`config.mk`:
```
export PLATFORM = sky130hd
export DESIGN_NAME = rtcbk_core
export DESIGN_NICKNAME = d
export VERILOG_FILES = /design/src/verilog/rtcbk_core.v
export VERILOG_INCLUDE_DIRS = /design/src /design/src/verilog
export SDC_FILE = /design/constraint.sdc
export NUM_CORES = 1
export LEC_CHECK = 0
export BUFFER_PORTS_ARGS = -buffer_cell sky130_fd_sc_hd__buf_4
export CORE_ASPECT_RATIO = 0.9
export CORE_MARGIN = 1.5
export CORE_UTILIZATION = 30
export CTS_CLUSTER_SIZE = 25
export DETAILED_ROUTE_END_ITERATION = 6
export PLACE_DENSITY = 0.45
export SYNTH_ARGS = -nofsm -noshare
export SYNTH_HDL_FRONTEND = slang
export SYNTH_SLANG_ARGS = --single-unit
```
`constraint.sdc`:
```
create_clock -name clk_in -period 12.5 [get_ports clk_in]
set_clock_uncertainty 0.2 [all_clocks]
set_input_delay 1.25 -clock clk_in [delete_from_list [all_inputs] [get_ports clk_in]]
set_output_delay 1.25 -clock clk_in [all_outputs]
set_load 0.05 [all_outputs]
```
`src/verilog/rtcbk_defines.vh`:
```
// Offsets, field positions, reset values and divider counts of the clock block
`ifndef RTCBK_DEFINES_VH
`define RTCBK_DEFINES_VH
// Word indices of the registers (byte address = 4 * index)
`define RTCBK_IDX_CTRL 6'h00
`define RTCBK_IDX_STAT 6'h01
`define RTCBK_IDX_MASK 6'h02
`define RTCBK_IDX_RELOAD 6'h03
`define RTCBK_IDX_PRESC 6'h04
`define RTCBK_IDX_COUNT 6'h05
`define RTCBK_IDX_CMP 6'h06
`define RTCBK_IDX_BKP0 6'h08
`define RTCBK_BKP_NUM 10
// Control fields
`define RTCBK_CTRL_SEL_LO 0
`define RTCBK_CTRL_SEL_HI 1
`define RTCBK_CTRL_CAL 2
// Clock source codes
`define RTCBK_SRC_XTAL 2'h0
`define RTCBK_SRC_LPRC 2'h1
`define RTCBK_SRC_FAST 2'h2
`define RTCBK_SRC_OFF 2'h3
// Status and mask fields
`define RTCBK_ST_PER 0
`define RTCBK_ST_ALM 1
// Reset values
`define RTCBK_RST_CTRL 3'h0
`define RTCBK_RST_RELOAD 20'h07FFF
`define RTCBK_RST_CMP 32'hFFFFFFFF
// Fast clock divide ratio and calibration half period in source ticks
`define RTCBK_FAST_DIV 128
`define RTCBK_CAL_HALF 32
// Bus responses
`define RTCBK_RESP_OKAY 2'h0
`define RTCBK_RESP_SLVERR 2'h2
`endif

```
`src/verilog/rtcbk_core.v`:
```
// Real-time clock with prescaler, alarm, calibration output and backup store
`timescale 1ns/10ps
`include "rtcbk_defines.vh"

module rtcbk_core #(
   parameter PRESC_W = 20,
   parameter FAST_DIV = `RTCBK_FAST_DIV,
   parameter CAL_HALF = `RTCBK_CAL_HALF
) (
   // Clock, resets, enable
   input wire clk_in,
   input wire external_reset_pin_in,
   input wire bkp_external_reset_pin_in,
   input wire clk_en_in,
   // Clock source ticks, one cycle per source period
   input wire xtal_tick_in,
   input wire lprc_tick_in,
   input wire fast_external_clock_tick_in,
   // Low-power state
   input wire standby_in,
   // AXI4-Lite write address
   input wire awvalid_in,
   input wire [7:0] awaddr_in,
   output wire awready_out,
   // AXI4-Lite write data
   input wire wvalid_in,
   input wire [31:0] wdata_in,
   input wire [3:0] wstrb_in,
   output wire wready_out,
   // AXI4-Lite write response
   output wire bvalid_out,
   output wire [1:0] bresp_out,
   input wire bready_in,
   // AXI4-Lite read address
   input wire arvalid_in,
   input wire [7:0] araddr_in,
   output wire arready_out,
   // AXI4-Lite read data
   output wire rvalid_out,
   output wire [31:0] rdata_out,
   output wire [1:0] rresp_out,
   input wire rready_in,
   // Events and pins
   output wire irq_out,
   output wire alarm_event_out,
   output wire standby_wake_out,
   output wire cal_out
);

   localparam FD_W = 7;
   localparam CD_W = 5;
   // Divider end counts, cut to the counter widths
   localparam integer FD_LAST_I = FAST_DIV - 1;
   localparam integer CD_LAST_I = CAL_HALF - 1;
   localparam [FD_W-1:0] FD_LAST = FD_LAST_I[FD_W-1:0];
   localparam [CD_W-1:0] CD_LAST = CD_LAST_I[CD_W-1:0];

   // Bus side state, lost on system reset
   reg awready_ff, wready_ff, arready_ff;
   reg aw_full_ff, w_full_ff;
   reg [5:0] waddr_ff;
   reg [31:0] wdata_ff;
   reg [3:0] wstrb_ff;
   reg bvalid_ff, rvalid_ff;
   reg [1:0] bresp_ff, rresp_ff;
   reg [31:0] rdata_ff;
   reg [1:0] stat_ff, mask_ff;
   reg irq_ff, alarm_ev_ff, wake_ff;
   // Backup domain state
   reg [2:0] ctrl_ff;
   reg [PRESC_W-1:0] reload_ff, presc_ff;
   reg [31:0] count_ff, cmp_ff;
   reg [15:0] bkp_ff [0:`RTCBK_BKP_NUM-1];
   reg [FD_W-1:0] fdiv_ff;
   reg fast_tick_ff;
   reg [CD_W-1:0] cdiv_ff;
   reg cal_ff;
   integer i;

   // Merge write data into a word under the byte strobes
   function [31:0] merge;
      input [31:0] old;
      input [31:0] new_val;
      input [3:0] strb;
      integer k;
      begin
         merge = old;
         for (k = 0; k < 4; k = k + 1) begin
            if (strb[k]) begin
               merge[8*k +: 8] = new_val[8*k +: 8];
            end
         end
      end
   endfunction

   // Address decode: mapped word indices
   function mapped;
      input [5:0] idx;
      begin
         mapped = (idx <= `RTCBK_IDX_CMP) ||
            ((idx >= `RTCBK_IDX_BKP0) && (idx < `RTCBK_IDX_BKP0 + `RTCBK_BKP_NUM));
      end
   endfunction

   // Handshakes and write commit
   wire aw_hs = awvalid_in & awready_ff;
   wire w_hs = wvalid_in & wready_ff;
   wire ar_hs = arvalid_in & arready_ff;
   wire do_write = aw_full_ff & w_full_ff & ~bvalid_ff;
   wire wr_hit = do_write & mapped(waddr_ff);
   wire [5:0] rd_idx = araddr_in[7:2];
   wire [3:0] bkp_wsel = waddr_ff[3:0] - 4'h8;
   wire [3:0] bkp_rsel = rd_idx[3:0] - 4'h8;
   // Byte-merged write words, cut to each register's width on use
   wire [31:0] ctrl_mg = merge({29'h00000000, ctrl_ff}, wdata_ff, wstrb_ff);
   wire [31:0] reload_mg = merge({{(32-PRESC_W){1'b0}}, reload_ff}, wdata_ff, wstrb_ff);
   wire [31:0] mask_mg = merge({30'h00000000, mask_ff}, wdata_ff, wstrb_ff);
   wire [31:0] bkp_mg = merge({16'h0000, bkp_ff[bkp_wsel]}, wdata_ff, wstrb_ff);
   wire nxt_aw_full = (aw_full_ff | aw_hs) & ~do_write;
   wire nxt_w_full = (w_full_ff | w_hs) & ~do_write;
   wire nxt_bvalid = do_write | (bvalid_ff & ~bready_in);
   wire nxt_rvalid = ar_hs | (rvalid_ff & ~rready_in);

   // Source selection and fast clock divide by 128
   reg src_tick;
   always @* begin
      case (ctrl_ff[`RTCBK_CTRL_SEL_HI:`RTCBK_CTRL_SEL_LO])
         `RTCBK_SRC_XTAL: src_tick = xtal_tick_in;
         `RTCBK_SRC_LPRC: src_tick = lprc_tick_in;
         `RTCBK_SRC_FAST: src_tick = fast_tick_ff;
         default: src_tick = 1'b0;
      endcase
   end

   // Time-base tick at prescaler underflow
   wire tb_tick = src_tick & (presc_ff == {PRESC_W{1'b0}});
   wire [31:0] nxt_count_inc = count_ff + 32'h00000001;
   wire alarm_hit = tb_tick & (nxt_count_inc == cmp_ff);
   wire [1:0] ev_set = {alarm_hit, tb_tick};

   // Read data selection
   reg [31:0] rd_mux;
   always @* begin
      rd_mux = 32'h00000000;
      case (rd_idx)
         `RTCBK_IDX_CTRL: rd_mux[2:0] = ctrl_ff;
         `RTCBK_IDX_STAT: rd_mux[1:0] = stat_ff;
         `RTCBK_IDX_MASK: rd_mux[1:0] = mask_ff;
         `RTCBK_IDX_RELOAD: rd_mux[PRESC_W-1:0] = reload_ff;
         `RTCBK_IDX_PRESC: rd_mux[PRESC_W-1:0] = presc_ff;
         `RTCBK_IDX_COUNT: rd_mux = count_ff;
         `RTCBK_IDX_CMP: rd_mux = cmp_ff;
         default: begin
            if (mapped(rd_idx)) begin
               rd_mux[15:0] = bkp_ff[bkp_rsel];
            end
         end
      endcase
   end

   // Read of status clears it; a new event in the same cycle wins
   wire rd_stat = ar_hs & (rd_idx == `RTCBK_IDX_STAT);
   wire [1:0] nxt_stat = (stat_ff & ~{2{rd_stat}}) | ev_set;
   wire [1:0] nxt_mask = (wr_hit && waddr_ff == `RTCBK_IDX_MASK) ?
      mask_mg[1:0] : mask_ff;

   // Bus slave and interrupt state, system reset domain
   always @(posedge clk_in or negedge external_reset_pin_in) begin
      if (!external_reset_pin_in) begin
         awready_ff <= 1'b0;
         wready_ff <= 1'b0;
         arready_ff <= 1'b0;
         aw_full_ff <= 1'b0;
         w_full_ff <= 1'b0;
         waddr_ff <= 6'h00;
         wdata_ff <= 32'h00000000;
         wstrb_ff <= 4'h0;
         bvalid_ff <= 1'b0;
         bresp_ff <= `RTCBK_RESP_OKAY;
         rvalid_ff <= 1'b0;
         rresp_ff <= `RTCBK_RESP_OKAY;
         rdata_ff <= 32'h00000000;
         stat_ff <= 2'h0;
         mask_ff <= 2'h0;
         irq_ff <= 1'b0;
         alarm_ev_ff <= 1'b0;
         wake_ff <= 1'b0;
      end else if (clk_en_in) begin
         awready_ff <= ~nxt_aw_full;
         wready_ff <= ~nxt_w_full;
         arready_ff <= ~nxt_rvalid;
         aw_full_ff <= nxt_aw_full;
         w_full_ff <= nxt_w_full;
         if (aw_hs) begin
            waddr_ff <= awaddr_in[7:2];
         end
         if (w_hs) begin
            wdata_ff <= wdata_in;
            wstrb_ff <= wstrb_in;
         end
         bvalid_ff <= nxt_bvalid;
         if (do_write) begin
            bresp_ff <= mapped(waddr_ff) ? `RTCBK_RESP_OKAY : `RTCBK_RESP_SLVERR;
         end
         rvalid_ff <= nxt_rvalid;
         if (ar_hs) begin
            rdata_ff <= rd_mux;
            rresp_ff <= mapped(rd_idx) ? `RTCBK_RESP_OKAY : `RTCBK_RESP_SLVERR;
         end
         stat_ff <= nxt_stat;
         mask_ff <= nxt_mask;
         irq_ff <= |(nxt_stat & nxt_mask);
         alarm_ev_ff <= alarm_hit;
         wake_ff <= alarm_hit & standby_in;
      end
   end

   // Time base, counters and backup store; only the backup reset clears them
   always @(posedge clk_in or negedge bkp_external_reset_pin_in) begin
      if (!bkp_external_reset_pin_in) begin
         ctrl_ff <= `RTCBK_RST_CTRL;
         reload_ff <= `RTCBK_RST_RELOAD;
         presc_ff <= `RTCBK_RST_RELOAD;
         count_ff <= 32'h00000000;
         cmp_ff <= `RTCBK_RST_CMP;
         fdiv_ff <= {FD_W{1'b0}};
         fast_tick_ff <= 1'b0;
         cdiv_ff <= {CD_W{1'b0}};
         cal_ff <= 1'b0;
         for (i = 0; i < `RTCBK_BKP_NUM; i = i + 1) begin
            bkp_ff[i] <= 16'h0000;
         end
      end else if (clk_en_in) begin
         // Fast clock divider
         fast_tick_ff <= fast_external_clock_tick_in & (fdiv_ff == FD_LAST);
         if (fast_external_clock_tick_in) begin
            fdiv_ff <= (fdiv_ff == FD_LAST) ? {FD_W{1'b0}} : fdiv_ff + 1'b1;
         end
         // Prescaler down count and reload
         if (src_tick) begin
            presc_ff <= tb_tick ? reload_ff : presc_ff - 1'b1;
         end
         // Calibration square wave, source divided by 64
         if (!ctrl_ff[`RTCBK_CTRL_CAL]) begin
            cdiv_ff <= {CD_W{1'b0}};
            cal_ff <= 1'b0;
         end else if (src_tick) begin
            cdiv_ff <= (cdiv_ff == CD_LAST) ? {CD_W{1'b0}} : cdiv_ff + 1'b1;
            if (cdiv_ff == CD_LAST) begin
               cal_ff <= ~cal_ff;
            end
         end
         // Counter: software write wins over tick
         if (wr_hit && waddr_ff == `RTCBK_IDX_COUNT) begin
            count_ff <= merge(count_ff, wdata_ff, wstrb_ff);
         end else if (tb_tick) begin
            count_ff <= nxt_count_inc;
         end
         // Configuration writes
         if (wr_hit) begin
            case (waddr_ff)
               `RTCBK_IDX_CTRL: ctrl_ff <= ctrl_mg[2:0];
               `RTCBK_IDX_RELOAD: reload_ff <= reload_mg[PRESC_W-1:0];
               `RTCBK_IDX_CMP: cmp_ff <= merge(cmp_ff, wdata_ff, wstrb_ff);
               default: begin
                  if (waddr_ff >= `RTCBK_IDX_BKP0) begin
                     bkp_ff[bkp_wsel] <= bkp_mg[15:0];
                  end
               end
            endcase
         end
      end
   end

   // Outputs straight from flip-flops
   assign awready_out = awready_ff;
   assign wready_out = wready_ff;
   assign arready_out = arready_ff;
   assign bvalid_out = bvalid_ff;
   assign bresp_out = bresp_ff;
   assign rvalid_out = rvalid_ff;
   assign rdata_out = rdata_ff;
   assign rresp_out = rresp_ff;
   assign irq_out = irq_ff;
   assign alarm_event_out = alarm_ev_ff;
   assign standby_wake_out = wake_ff;
   assign cal_out = cal_ff;

endmodule

```
==> flow_summary_export.csv, run 1 <==
group,metric,value,unit
status,status,"finished, final reports clean",
min_path,hold_path_origin,"fdiv_ff[6]$_DFFE_PN0P_",
power_and_ir_drop,power_report.internal_total,2.66,mW
timing,finalHoldViolCount,0,
synth,synth.distinct_cells,73,
cts,cts_inserted_buffers,44,
cts,cts_root_buf,"sky130_fd_sc_hd__clkbuf_16",
synth,synth-seq-cells,371,
critical_path,critPathArrivalTime,4.86,ns
synth,postSynthCellCount,1788,
detailed_routing,dr.first_iter.drc_count,1197,
global_route,grt_util_all_layers,18.7,%
critical_path,worstSetupStartpointType,"register",
power_and_ir_drop,sw_frac_of_total,34.6,%
cells_and_area,area_growth,16.0,%
timing,finalSetupViolations,0,
power_and_ir_drop,power.combinational.fraction,25.1,%
power_and_ir_drop,net_switching,1.41,mW
synth,synthArstFlopShare,100,%
synth,synthXorXnorAreaFrac,2.16,%
critical_path,critical_path.max_fanout,10,
synth,yosys.area.top_type,"sky130_fd_sc_hd__dfrtp_1",
detailed_routing,antenna_violating_nets_post_route,0,
floorplan,die-width,274,µm
cells_and_area,num-fill-cells,6516,
cts,clock_latency,0.58,ns
detailed_routing,post_drt_via_cell_ratio,5.43,
synth,syn-mean-instance-area,11.1,µm²
critical_path,timing.rr.start,"count_ff[0]$_DFFE_PN0P_",
synth,synth-warning-count,0,
min_path,hold-path-endpoint,"fdiv_ff[6]$_DFFE_PN0P_",
cts,post_cts_hold_buffer_count,0,
floorplan,die-height,247,µm
synth,synth_edf_count,0,
global_route,antenna_found_initial,1,
synth,most_common_library_cells_after_synthesis,"sky130_fd_sc_hd__dfrtp_1, sky130_fd_sc_hd__mux2_2, sky130_fd_sc_hd__nand2_1",
critical_path,critPathKind,"register to register",
synth,ys_dominant_reg_cell,"sky130_fd_sc_hd__dfrtp_1",
run,drv.max_cap_violation_count,0,
synth,synthDominantCellAreaShare,38.9,%
global_route,grt_first_pass_wirelength,96000,µm
synth,synth_top_family_by_area,"multiplexers",
synth,synth_top_cells_by_area,"sky130_fd_sc_hd__dfrtp_1, sky130_fd_sc_hd__mux2_2, sky130_fd_sc_hd__dfstp_2, sky130_fd_sc_hd__mux4_2, sky130_fd_sc_hd__o21ai_0",
floorplan,coreArea,65600,µm²
cts,cts_tree,"yes",
detailed_routing,route.detailed.wl_per_inst,22.9,µm
timing,maxSlewHeadroom,27.2,%
floorplan,rows,89,
synth,netlist_area,19900,µm²
floorplan,boundaryPins,110,
placed_design,gp_routability_congestion,0.831,
synth,synth_mux_area_share,24.3,%
critical_path,critical_path_required,12.81,ns
cells_and_area,design.final.nets,1917,
critical_path,worst-r2r-cell-count,9,
power_and_ir_drop,power_frac_clock,32.0,%
critical_path,worst_setup_path_end_kind,"register",
placed_design,detailedPlacementHpwl,41800,µm
cts,clockBufferDepth,3,
cells_and_area,final_cells,2746,
floorplan,initial_utilization,30.3,%
power_and_ir_drop,power.static_leakage,9.73,nW
critical_path,ff2ff_setup_slack,7.94,ns
cts,worst_setup_hold_path_clk_slew,0.06,ns
power_and_ir_drop,vdd_drop_max,89.1,µV
global_route,number_of_global_route_vias_before_repair,14700,
detailed_routing,drc,0,
cts,postCtsResizedCells,0,
power_and_ir_drop,part_of_the_total_power_dissipated_in_sequential_elements,42.9,%
cells_and_area,drive_above_1_share,34.2,%
synth,synth_adder_area_share,0.315,%
cts,number_of_clock_sinks,371,
detailed_routing,dr_total_vias,14900,
floorplan,die_area,67800,µm²
synth,synth-simple-area-share,11.0,%
timing,clock.fmax,219,MHz
min_path,min_delay_path_depth,1,
detailed_routing,first_pass_iters,6,
timing,totalNegativeSetupSlack,0,ns
synth,synth.yosys.seq_area_share,47.1,%
min_path,hold_class,"register to register",
synth,yosysMostFrequentCell,"sky130_fd_sc_hd__dfrtp_1",
global_route,grt_start_max_net_pins,147,
placed_design,placement.io_buffers,103,
power_and_ir_drop,power_per_cell_area,176,nW/µm²
cts,htreeDepth,2,
global_route,grt.overflow.total,0,
placed_design,post-place-cells,2665,
cts,postCtsSetupBuffers,0,
critical_path,critical_path.reg2reg.endpoint,"standby_wake_out$_DFFE_PN0P_",
synth,synth_compound_gate_area_share,11.9,%
timing,max_slew.worst_pin.slew,1.09,ns
power_and_ir_drop,total_power,4.07,mW
cells_and_area,n_antenna_cell,0,
timing,fin_crit_sh,36.5,%
timing,rsz0062_at_grt,"no",
timing,fin_max_slew_vios,0,
detailed_routing,routed_wirelength,62800,µm
timing,post-route-min-period,4.56,ns
==> sequential cells by signal, summed over array words and instances (netlist names), 4 cells and up <==
| name | flops |
|---|---|
| wstrb_ff | 4 |
| presc_ff | 20 |
| waddr_ff | 6 |
| bkp_ff | 160 |
| reload_ff | 20 |
| cdiv_ff | 5 |
| fdiv_ff | 7 |
| wdata_ff | 32 |
| cmp_ff | 32 |
| count_ff | 32 |
| rdata_out | 32 |
==> power by group through the flow <==
stage / Clock, mW / Combinational [mW] / Sequential (mW)
after floorplan: 0 / 0.698 / 1.67
after global placement: 0 / 1.01 / 1.76
after detailed placement: 0 / 1.02 / 1.77
after CTS: 1.35 / 1.03 / 1.75
after global routing: 1.39 / 1.11 / 1.79
final: 1.30 / 1.02 / 1.75
==> final cells by class <==
cell class	instances	area, µm²	area share [%]
Sequential cell	371	9360	40.6
Inverter	37	139	0.602
Clock inverter	15	164	0.711
Multi-Input combinational cell	1255	9970	43.2
Tap cell	864	1080	4.69
Clock buffer	66	1290	5.61
Timing Repair Buffer	138	1060	4.58
==> layer usage <==
layer / routed length (µm) / part of all wire, % / vias to the layer above / track usage [%]
met5: 0 / 0 / - / 0
li1: - / - / 6760 / -
met3: 3940 / 6.3 / 82 / 3.17
met4: 1300 / 2.1 / 0 / 4.93
met2: 27000 / 43 / 441 / 27.2
met1: 30600 / 49 / 7630 / 28.3
==> stage by stage <==
| stage | hold WS, ns | util, % | cell area (µm²) | setup WS (ns) |
|---|---|---|---|---|
| floorplan | 0.249 | - | 19900 | 8.59 |
| CTS | 0.284 | 35.2 | 23100 | 7.97 |
| global placement | 0.263 | 32.9 | 21600 | 7.74 |
| finish | 0.283 | 35.2 | 23100 | 7.94 |
| detailed placement | 0.270 | 32.9 | 21600 | 7.74 |
| global route | 0.293 | 35.2 | 23100 | 7.70 |
==> worst max-delay path by stage <==
stage                                  startpoint                           end  slack (ns)
final                     count_ff[0]$_DFFE_PN0P_  standby_wake_out$_DFFE_PN0P_        7.94
after global routing      count_ff[0]$_DFFE_PN0P_        stat_ff[1]$_DFFE_PN0P_        7.70
after CTS                 count_ff[0]$_DFFE_PN0P_        stat_ff[1]$_DFFE_PN0P_        7.97
after detailed placement             lprc_tick_in        stat_ff[1]$_DFFE_PN0P_        7.74
after global placement               lprc_tick_in        stat_ff[1]$_DFFE_PN0P_        7.74
after floorplan           count_ff[1]$_DFFE_PN0P_        stat_ff[1]$_DFFE_PN0P_        8.59
==> kinds of logic after synthesis <==
kind of cell	count (synthesis)
and+or+nand+nor	447
adders and majority gates	5
buffers and inverters	163
xor gates and xnor gates	49
muxes	371
DFF	371
other	1
AOI/OAI and AO/OA	381
==> critical path: stages, from the launching register on <==
cell and delay [ns]:
sky130_fd_sc_hd__dfrtp_1 0.53, sky130_fd_sc_hd__ha_1 0.38, sky130_fd_sc_hd__nand3_1 0.32, sky130_fd_sc_hd__or4_4 0.70
sky130_fd_sc_hd__or4_4 0.62, sky130_fd_sc_hd__a2111oi_0 0.42, sky130_fd_sc_hd__nand4_1 0.14, sky130_fd_sc_hd__a2111oi_0 0.48
sky130_fd_sc_hd__nand4_1 0.41, sky130_fd_sc_hd__o2bb2ai_1 0.26
==> layout by cell type (no fill, tap or decap), types with 12 or more instances in the layout <==
master / n
sky130_fd_sc_hd__clkbuf_16: 44
sky130_fd_sc_hd__o22ai_1: 12
sky130_fd_sc_hd__mux4_2: 63
sky130_fd_sc_hd__nor4_1: 19
sky130_fd_sc_hd__a21oi_1: 84
sky130_fd_sc_hd__inv_1: 37
sky130_fd_sc_hd__or2_2: 12
sky130_fd_sc_hd__buf_4: 136
sky130_fd_sc_hd__nand3_1: 24
sky130_fd_sc_hd__nand2_1: 176
sky130_fd_sc_hd__dfrtp_1: 307
sky130_fd_sc_hd__mux2i_1: 41
sky130_fd_sc_hd__nor2_1: 73
sky130_fd_sc_hd__nor3_1: 36
sky130_fd_sc_hd__a22oi_1: 55
sky130_fd_sc_hd__xor2_1: 17
sky130_fd_sc_hd__dfstp_2: 62
sky130_fd_sc_hd__a222oi_1: 19
sky130_fd_sc_hd__nand4_1: 28
sky130_fd_sc_hd__o21ai_0: 146
sky130_fd_sc_hd__or3_1: 12
sky130_fd_sc_hd__xnor2_1: 32
sky130_fd_sc_hd__mux2_2: 267
Power figures use the tool's default switching activity.
==> run 2, diff against run 1 <==
Clock period 12.5 ns to 4.25 ns, I/O delays scaled along.
==> run 2 against run 1 <==
Against the previous run: critical path depth is the same; critical endpoint is now stat_ff[1]$_DFFE_PN0P_; global-route usage up 0.39 points; sequential cell count unchanged.
==> flow_summary_export.csv, run 2 (same netlist as run 1, synthesis figures left out) <==
group,metric,value,unit
status,status,"finished, final reports clean",
cts,htreeDepth,2,
cts,worst_setup_hold_path_clk_slew,0.06,ns
global_route,grt.overflow.total,0,
timing,fin_max_slew_vios,0,
power_and_ir_drop,power_frac_clock,32.7,%
cts,cts_tree,"yes",
cells_and_area,largest_register_ff_count,160,
placed_design,dpl_cell_area,21900,µm²
cts,clockBufferDepth,3,
min_path,hold_path_origin,"araddr_in[7]",
detailed_routing,first_pass_iters,7,
global_route,grt_first_pass_wirelength,97800,µm
floorplan,boundaryPins,110,
global_route,grt_util_all_layers,19.1,%
global_route,grt_start_max_net_pins,103,
cts,number_of_clock_sinks,371,
floorplan,rows,89,
cells_and_area,layout.cells.most_common_list,"sky130_fd_sc_hd__dfrtp_1, sky130_fd_sc_hd__mux2_2, sky130_fd_sc_hd__nand2_1",
cells_and_area,fin_util,36.5,%
power_and_ir_drop,sw_frac_of_total,34.0,%
critical_path,timing.rr.start,"presc_ff[6]$_DFFE_PN1P_",
cells_and_area,num-fill-cells,6425,
power_and_ir_drop,power.static_leakage,10.1,nW
critical_path,critical_path_required,4.56,ns
timing,maxSlewHeadroom,34.9,%
critical_path,worstSetupStartpoint,"presc_ff[6]$_DFFE_PN1P_",
cts,cts_root_buf,"sky130_fd_sc_hd__clkbuf_16",
placed_design,post-place-cells,2698,
critical_path,critPathArrivalTime,4.31,ns
cells_and_area,area_growth,20.5,%
cells_and_area,design.final.nets,2002,
placed_design,placement.io_buffers,103,
global_route,antenna_found_initial,0,
cells_and_area,final_cell_area,24000,µm²
critical_path,worst_setup_path_end_kind,"register",
floorplan,die-height,247,µm
timing,totalNegativeSetupSlack,0,ns
placed_design,detailedPlacementHpwl,44000,µm
detailed_routing,route.detailed.wl_per_inst,22.7,µm
power_and_ir_drop,net_switching,4.16,mW
detailed_routing,routed_wirelength,64200,µm
cells_and_area,drive_above_1_share,34.5,%
detailed_routing,post_drt_via_cell_ratio,5.40,
timing,finalHoldViolCount,0,
timing,rsz0062_at_grt,"no",
detailed_routing,dr.first_iter.drc_count,1058,
detailed_routing,dr_total_vias,15300,
cts,clock_latency,0.60,ns
placed_design,gp_routability_congestion,0.878,
detailed_routing,drc,0,
power_and_ir_drop,vdd_drop_max,293,µV
global_route,number_of_global_route_vias_before_repair,15300,
critical_path,critical_path.max_fanout,5,
detailed_routing,antenna_violating_nets_post_route,0,
timing,clock.fmax,250,MHz
cells_and_area,final_cells,2831,
critical_path,critPathKind,"register to register",
timing,finalSetupViolations,0,
timing,post-route-min-period,4.00,ns
timing,max_slew.worst_pin.slew,0.976,ns
floorplan,die-width,274,µm
cells_and_area,layout_commonest_cell,"sky130_fd_sc_hd__dfrtp_1",
timing,fin_crit_sh,94.0,%
run,drv.max_cap_violation_count,0,
min_path,hold_class,"primary input to register",
critical_path,worstSetupStartpointType,"register",
cts,cts_inserted_buffers,44,
cells_and_area,n_antenna_cell,0,
floorplan,die_area,67800,µm²
power_and_ir_drop,power.combinational.fraction,24.9,%
cts,postCtsSetupBuffers,0,
floorplan,coreArea,65600,µm²
cells_and_area,largest_reg_by_ff_count,"bkp_ff",
power_and_ir_drop,power_per_cell_area,512,nW/µm²
power_and_ir_drop,part_of_the_total_power_dissipated_in_sequential_elements,42.4,%
power_and_ir_drop,power_report.internal_total,8.09,mW
floorplan,initial_utilization,30.3,%
==> run 2: cell types whose count changed in the layout (fill, tap and decap cells not counted), moves of 2 or more <==
cell                            change
sky130_fd_sc_hd__buf_12             +4
sky130_fd_sc_hd__buf_4             +29
sky130_fd_sc_hd__bufinv_16          +3
sky130_fd_sc_hd__dlygate4sd3_1     +52
sky130_fd_sc_hd__nor3b_2            +2
sky130_fd_sc_hd__nor3b_4            -2
==> run 2: metrics by stage <==
step | total power, mW | hold WS (ns) | setup slack (ns)
after detailed placement | 8.28 | 0.270 | 0.243
final | 12.3 | 0.0569 | 0.253
after floorplan | 6.95 | -0.0706 | 0.340
after CTS | 12.4 | 0.0253 | 0.240
after global routing | 12.9 | 0.0587 | 0.0347
after global placement | 8.19 | 0.265 | 0.248
==> run 2: power groups by stage <==
stage / combinational [mW] / sequential [mW] / clock (mW)
2_1_floorplan: 2.05 / 4.90 / 0
3_3_place_gp: 2.97 / 5.22 / 0
3_5_place_dp: 3.02 / 5.26 / 0
4_1_cts: 3.07 / 5.20 / 4.13
5_1_grt: 3.31 / 5.32 / 4.28
6_report: 3.05 / 5.19 / 4.01
==> run 2: critical path, stage by stage, from the launching register on <==
cell and delay [ns]:
sky130_fd_sc_hd__dfstp_2 0.38, sky130_fd_sc_hd__or3_1 0.45, sky130_fd_sc_hd__or2_2 0.38, sky130_fd_sc_hd__or4_1 0.47, sky130_fd_sc_hd__a2111oi_0 0.47, sky130_fd_sc_hd__buf_4 0.21
sky130_fd_sc_hd__nand4_1 0.09, sky130_fd_sc_hd__or4_1 0.56, sky130_fd_sc_hd__or4_4 0.60, sky130_fd_sc_hd__o21ai_1 0.14
==> run 2: worst paths after layout <==
path,end,slack [ns],depth (start not counted)
min,rresp_out[1]$_DFFE_PN0P_,0.06,4
min reg2reg,rdata_out[4]$_DFFE_PN0P_,0.28,2
min in group asynchronous,wdata_ff[27]$_DFFE_PN0P_,0.19,2
max,stat_ff[1]$_DFFE_PN0P_,0.25,9
max reg2reg,stat_ff[1]$_DFFE_PN0P_,0.25,9
max in group asynchronous,reload_ff[14]$_DFFE_PN1P_,2.53,3
==> run 2: what timing repair did <==
item	4_1_cts	5_1_grt
setup endpoints to repair	0	3
endpoints found under the hold margin	158	0
hold buffers	52	0
resized for setup	0	1
==> run 2: layout make-up <==
type	instances	area, µm²	area share (%)
Tap cell	864	1080	4.51
Clock buffer	65	1290	5.39
Inverter	37	139	0.580
Sequential cell	371	9360	39.1
Timing Repair Buffer	223	1870	7.83
Clock inverter	16	240	1.00
Multi-Input combinational cell	1255	9960	41.6
==> run 2: routing by layer <==
layer	GRT usage (%)	share of wire, %	vias up
li1	-	-	6941
met1	28.4	49	7788
met2	28.2	43	450
met3	3.51	5.9	97
met4	4.82	2.0	0
met5	0	0	-
==> run 3, diff against run 2 <==
==> constraint.sdc (replaced) <==
create_clock -name clk_in -period 4.25 [get_ports clk_in]
set_clock_uncertainty 0.2 [all_clocks]
set_input_delay 0.6375 -clock clk_in [delete_from_list [all_inputs] [get_ports clk_in]]
set_output_delay 0.6375 -clock clk_in [all_outputs]
set_load 0.05 [all_outputs]
==> run 3 against run 2 <==
Against the previous run: sequential cell count is the same; worst hold slack improved by 0.0084 ns; first-iteration DRC count grew 11%; clock power is 1% lower; final cell count fell by 1.7%; maximum frequency increased by 0.11%; setup slack better by 0.0042 ns; critical path depth unchanged; die area unchanged; routed wire length is 0.59% lower.
==> flow_summary_export.csv, run 3 (same netlist as run 1, synthesis figures left out) <==
group,metric,value,unit
cts,postCtsSetupBuffers,0,
global_route,grt.overflow.total,0,
cells_and_area,layout_commonest_cell,"sky130_fd_sc_hd__dfrtp_1",
detailed_routing,dr_total_vias,15100,
cts,cts_inserted_buffers,45,
floorplan,coreArea,65600,µm²
floorplan,boundaryPins,110,
cells_and_area,area_growth,17.9,%
cts,number_of_clock_sinks,371,
global_route,grt_util_all_layers,19.0,%
cells_and_area,final_cell_area,23400,µm²
cells_and_area,drive_above_1_share,35.4,%
critical_path,timing.critical_path.mode_cell,"sky130_fd_sc_hd__or4_1",
global_route,number_of_global_route_vias_before_repair,15200,
placed_design,gp_routability_congestion,0.892,
floorplan,rows,89,
timing,clock.fmax,250,MHz
critical_path,critical-path-max-stage-delay,0.59,ns
critical_path,critical_path.cell_chain,"or3_1, or2_2, or4_1, a2111oi_1, buf_4, nand4_1, or4_1, or4_4, o21ai_1",
timing,post-route-min-period,3.99,ns
cts,clockBufferDepth,3,
detailed_routing,route.detailed.wl_per_inst,22.9,µm
global_route,antenna_found_initial,0,
timing,max_slew.worst_pin.slew,1.04,ns
cells_and_area,layout.cells.most_common_list,"sky130_fd_sc_hd__dfrtp_1, sky130_fd_sc_hd__mux2_2, sky130_fd_sc_hd__nand2_1",
detailed_routing,first_pass_iters,7,
power_and_ir_drop,vdd_drop_max,305,µV
global_route,use_met1,28.1,%
global_route,most_used_routing_layer_in_global_routing,"met2",
floorplan,initial_utilization,30.3,%
timing,fin_crit_sh,93.9,%
cells_and_area,n_antenna_cell,0,
critical_path,worst-r2r-cell-count,9,
cts,worst_setup_hold_path_clk_slew,0.07,ns
global_route,grt_start_max_net_pins,99,
global_route,global_route.usage.met2,28.3,%
critical_path,worst_setup_path_end_kind,"register",
run,drv.max_cap_violation_count,0,
timing,totalNegativeSetupSlack,0,ns
critical_path,critical_path_buf_inv_count,1,
placed_design,placement.io_buffers,103,
floorplan,die-width,274,µm
timing,fin_max_slew_vios,0,
cts,cts_tree,"yes",
min_path,min_delay_path_depth,2,
cts,htreeDepth,2,
detailed_routing,antenna_violating_nets_post_route,0,
critical_path,worstSetupStartpointType,"register",
cts,cts_root_buf,"sky130_fd_sc_hd__clkbuf_16",
critical_path,timing.critical_path.depth,9,
status,status,"finished, final reports clean",
critical_path,path_delay_family,"simple AND/OR/NAND/NOR gates",
floorplan,die-height,247,µm
timing,rsz0062_at_grt,"no",
cells_and_area,design.final.nets,1953,
critical_path,critical_path.max_fanout,5,
cells_and_area,largest_register_ff_count,160,
detailed_routing,routed_wirelength,63900,µm
power_and_ir_drop,power.static_leakage,9.93,nW
min_path,hold_class,"primary input to register",
placed_design,detailedPlacementHpwl,43500,µm
power_and_ir_drop,power_per_cell_area,519,nW/µm²
critical_path,critical_path_required,4.57,ns
detailed_routing,drc,0,
floorplan,die_area,67800,µm²
detailed_routing,post_drt_via_cell_ratio,5.41,
critical_path,critPathKind,"register to register",
global_route,globalRouteMet3Util,3.49,%
placed_design,dpl_cell_area,21900,µm²
timing,finalHoldViolCount,0,
timing,maxSlewHeadroom,30.1,%
critical_path,critPathArrivalTime,4.31,ns
critical_path,critical-path-slowest-cell,"sky130_fd_sc_hd__or4_4",
global_route,grt_first_pass_wirelength,97500,µm
detailed_routing,dr.first_iter.drc_count,1175,
cells_and_area,largest_reg_by_ff_count,"bkp_ff",
timing,finalSetupViolations,0,
cts,clock_latency,0.61,ns
## run 3: changes by cell type in the layout (fill, tap and decap cells not counted), moves of 2 or more
cell	previous run	this run
sky130_fd_sc_hd__dlygate4sd3_1	52	2
sky130_fd_sc_hd__clkbuf_8	11	8
sky130_fd_sc_hd__bufinv_16	5	3
sky130_fd_sc_hd__clkbuf_1	10	12
sky130_fd_sc_hd__clkinv_2	6	8
sky130_fd_sc_hd__clkinvlp_4	2	4
sky130_fd_sc_hd__inv_16	1	3
## run 3: final cells by class
type                            count  area, µm²
Fill cell                        6518      42200
Multi-Input combinational cell   1255       9960
Sequential cell                   371       9360
Timing Repair Buffer              173       1390
Clock buffer                       65       1280
Tap cell                          864       1080
Clock inverter                     19        229
Inverter                           37        139
## run 3: routing by layer
layer | part of all wire [%] | wire length, µm
met1 | 48 | 30900
met2 | 43 | 27700
met4 | 2.1 | 1360
met5 | 0 | 0
met3 | 6.0 | 3830
## run 3: power by group
| part | total [mW] | internal [mW] | switching [mW] |
|---|---|---|---|
| registers | 5.15 | 4.30 | 0.848 |
| clock network | 3.97 | 2.31 | 1.66 |
| logic | 3.04 | 1.34 | 1.70 |
| total | 12.2 | 7.95 | 4.22 |
## run 3: final timing paths
check / slack [ns] / start / to
worst max-delay path: 0.26 / presc_ff[6]$_DFFE_PN1P_ / stat_ff[1]$_DFFE_PN0P_
worst min-delay path: 0.07 / wdata_in[22] / wdata_ff[22]$_DFFE_PN0P_
worst max register to register: 0.26 / presc_ff[6]$_DFFE_PN1P_ / stat_ff[1]$_DFFE_PN0P_
worst min register to register: 0.28 / rdata_out[30]$_DFFE_PN0P_ / rdata_out[30]$_DFFE_PN0P_
max in group asynchronous: 2.31 / bkp_external_reset_pin_in / bkp_ff[47]$_DFFE_PN0P_
min in group asynchronous: 0.39 / external_reset_pin_in / wdata_ff[28]$_DFFE_PN0P_
## run 3: metrics by stage
step	util (%)	power (mW)	hold slack, ns	cells	setup slack [ns]
after floorplan	-	6.95	0.142	1789	0.340
after global placement	33.4	8.19	0.263	2698	0.298
after detailed placement	33.4	8.26	0.270	2698	0.158
after CTS	35.7	12.3	0.0425	2784	0.172
after global routing	35.7	12.8	0.0479	2784	0.0987
final	35.7	12.2	0.0653	2784	0.258
## run 3: what timing repair did
action / 4_1_cts / 5_1_grt
hold endpoints to repair: 66 / 0
hold buffers: 2 / 0
gates resized for setup: 0 / 1
endpoints found under the setup margin: 0 / 1
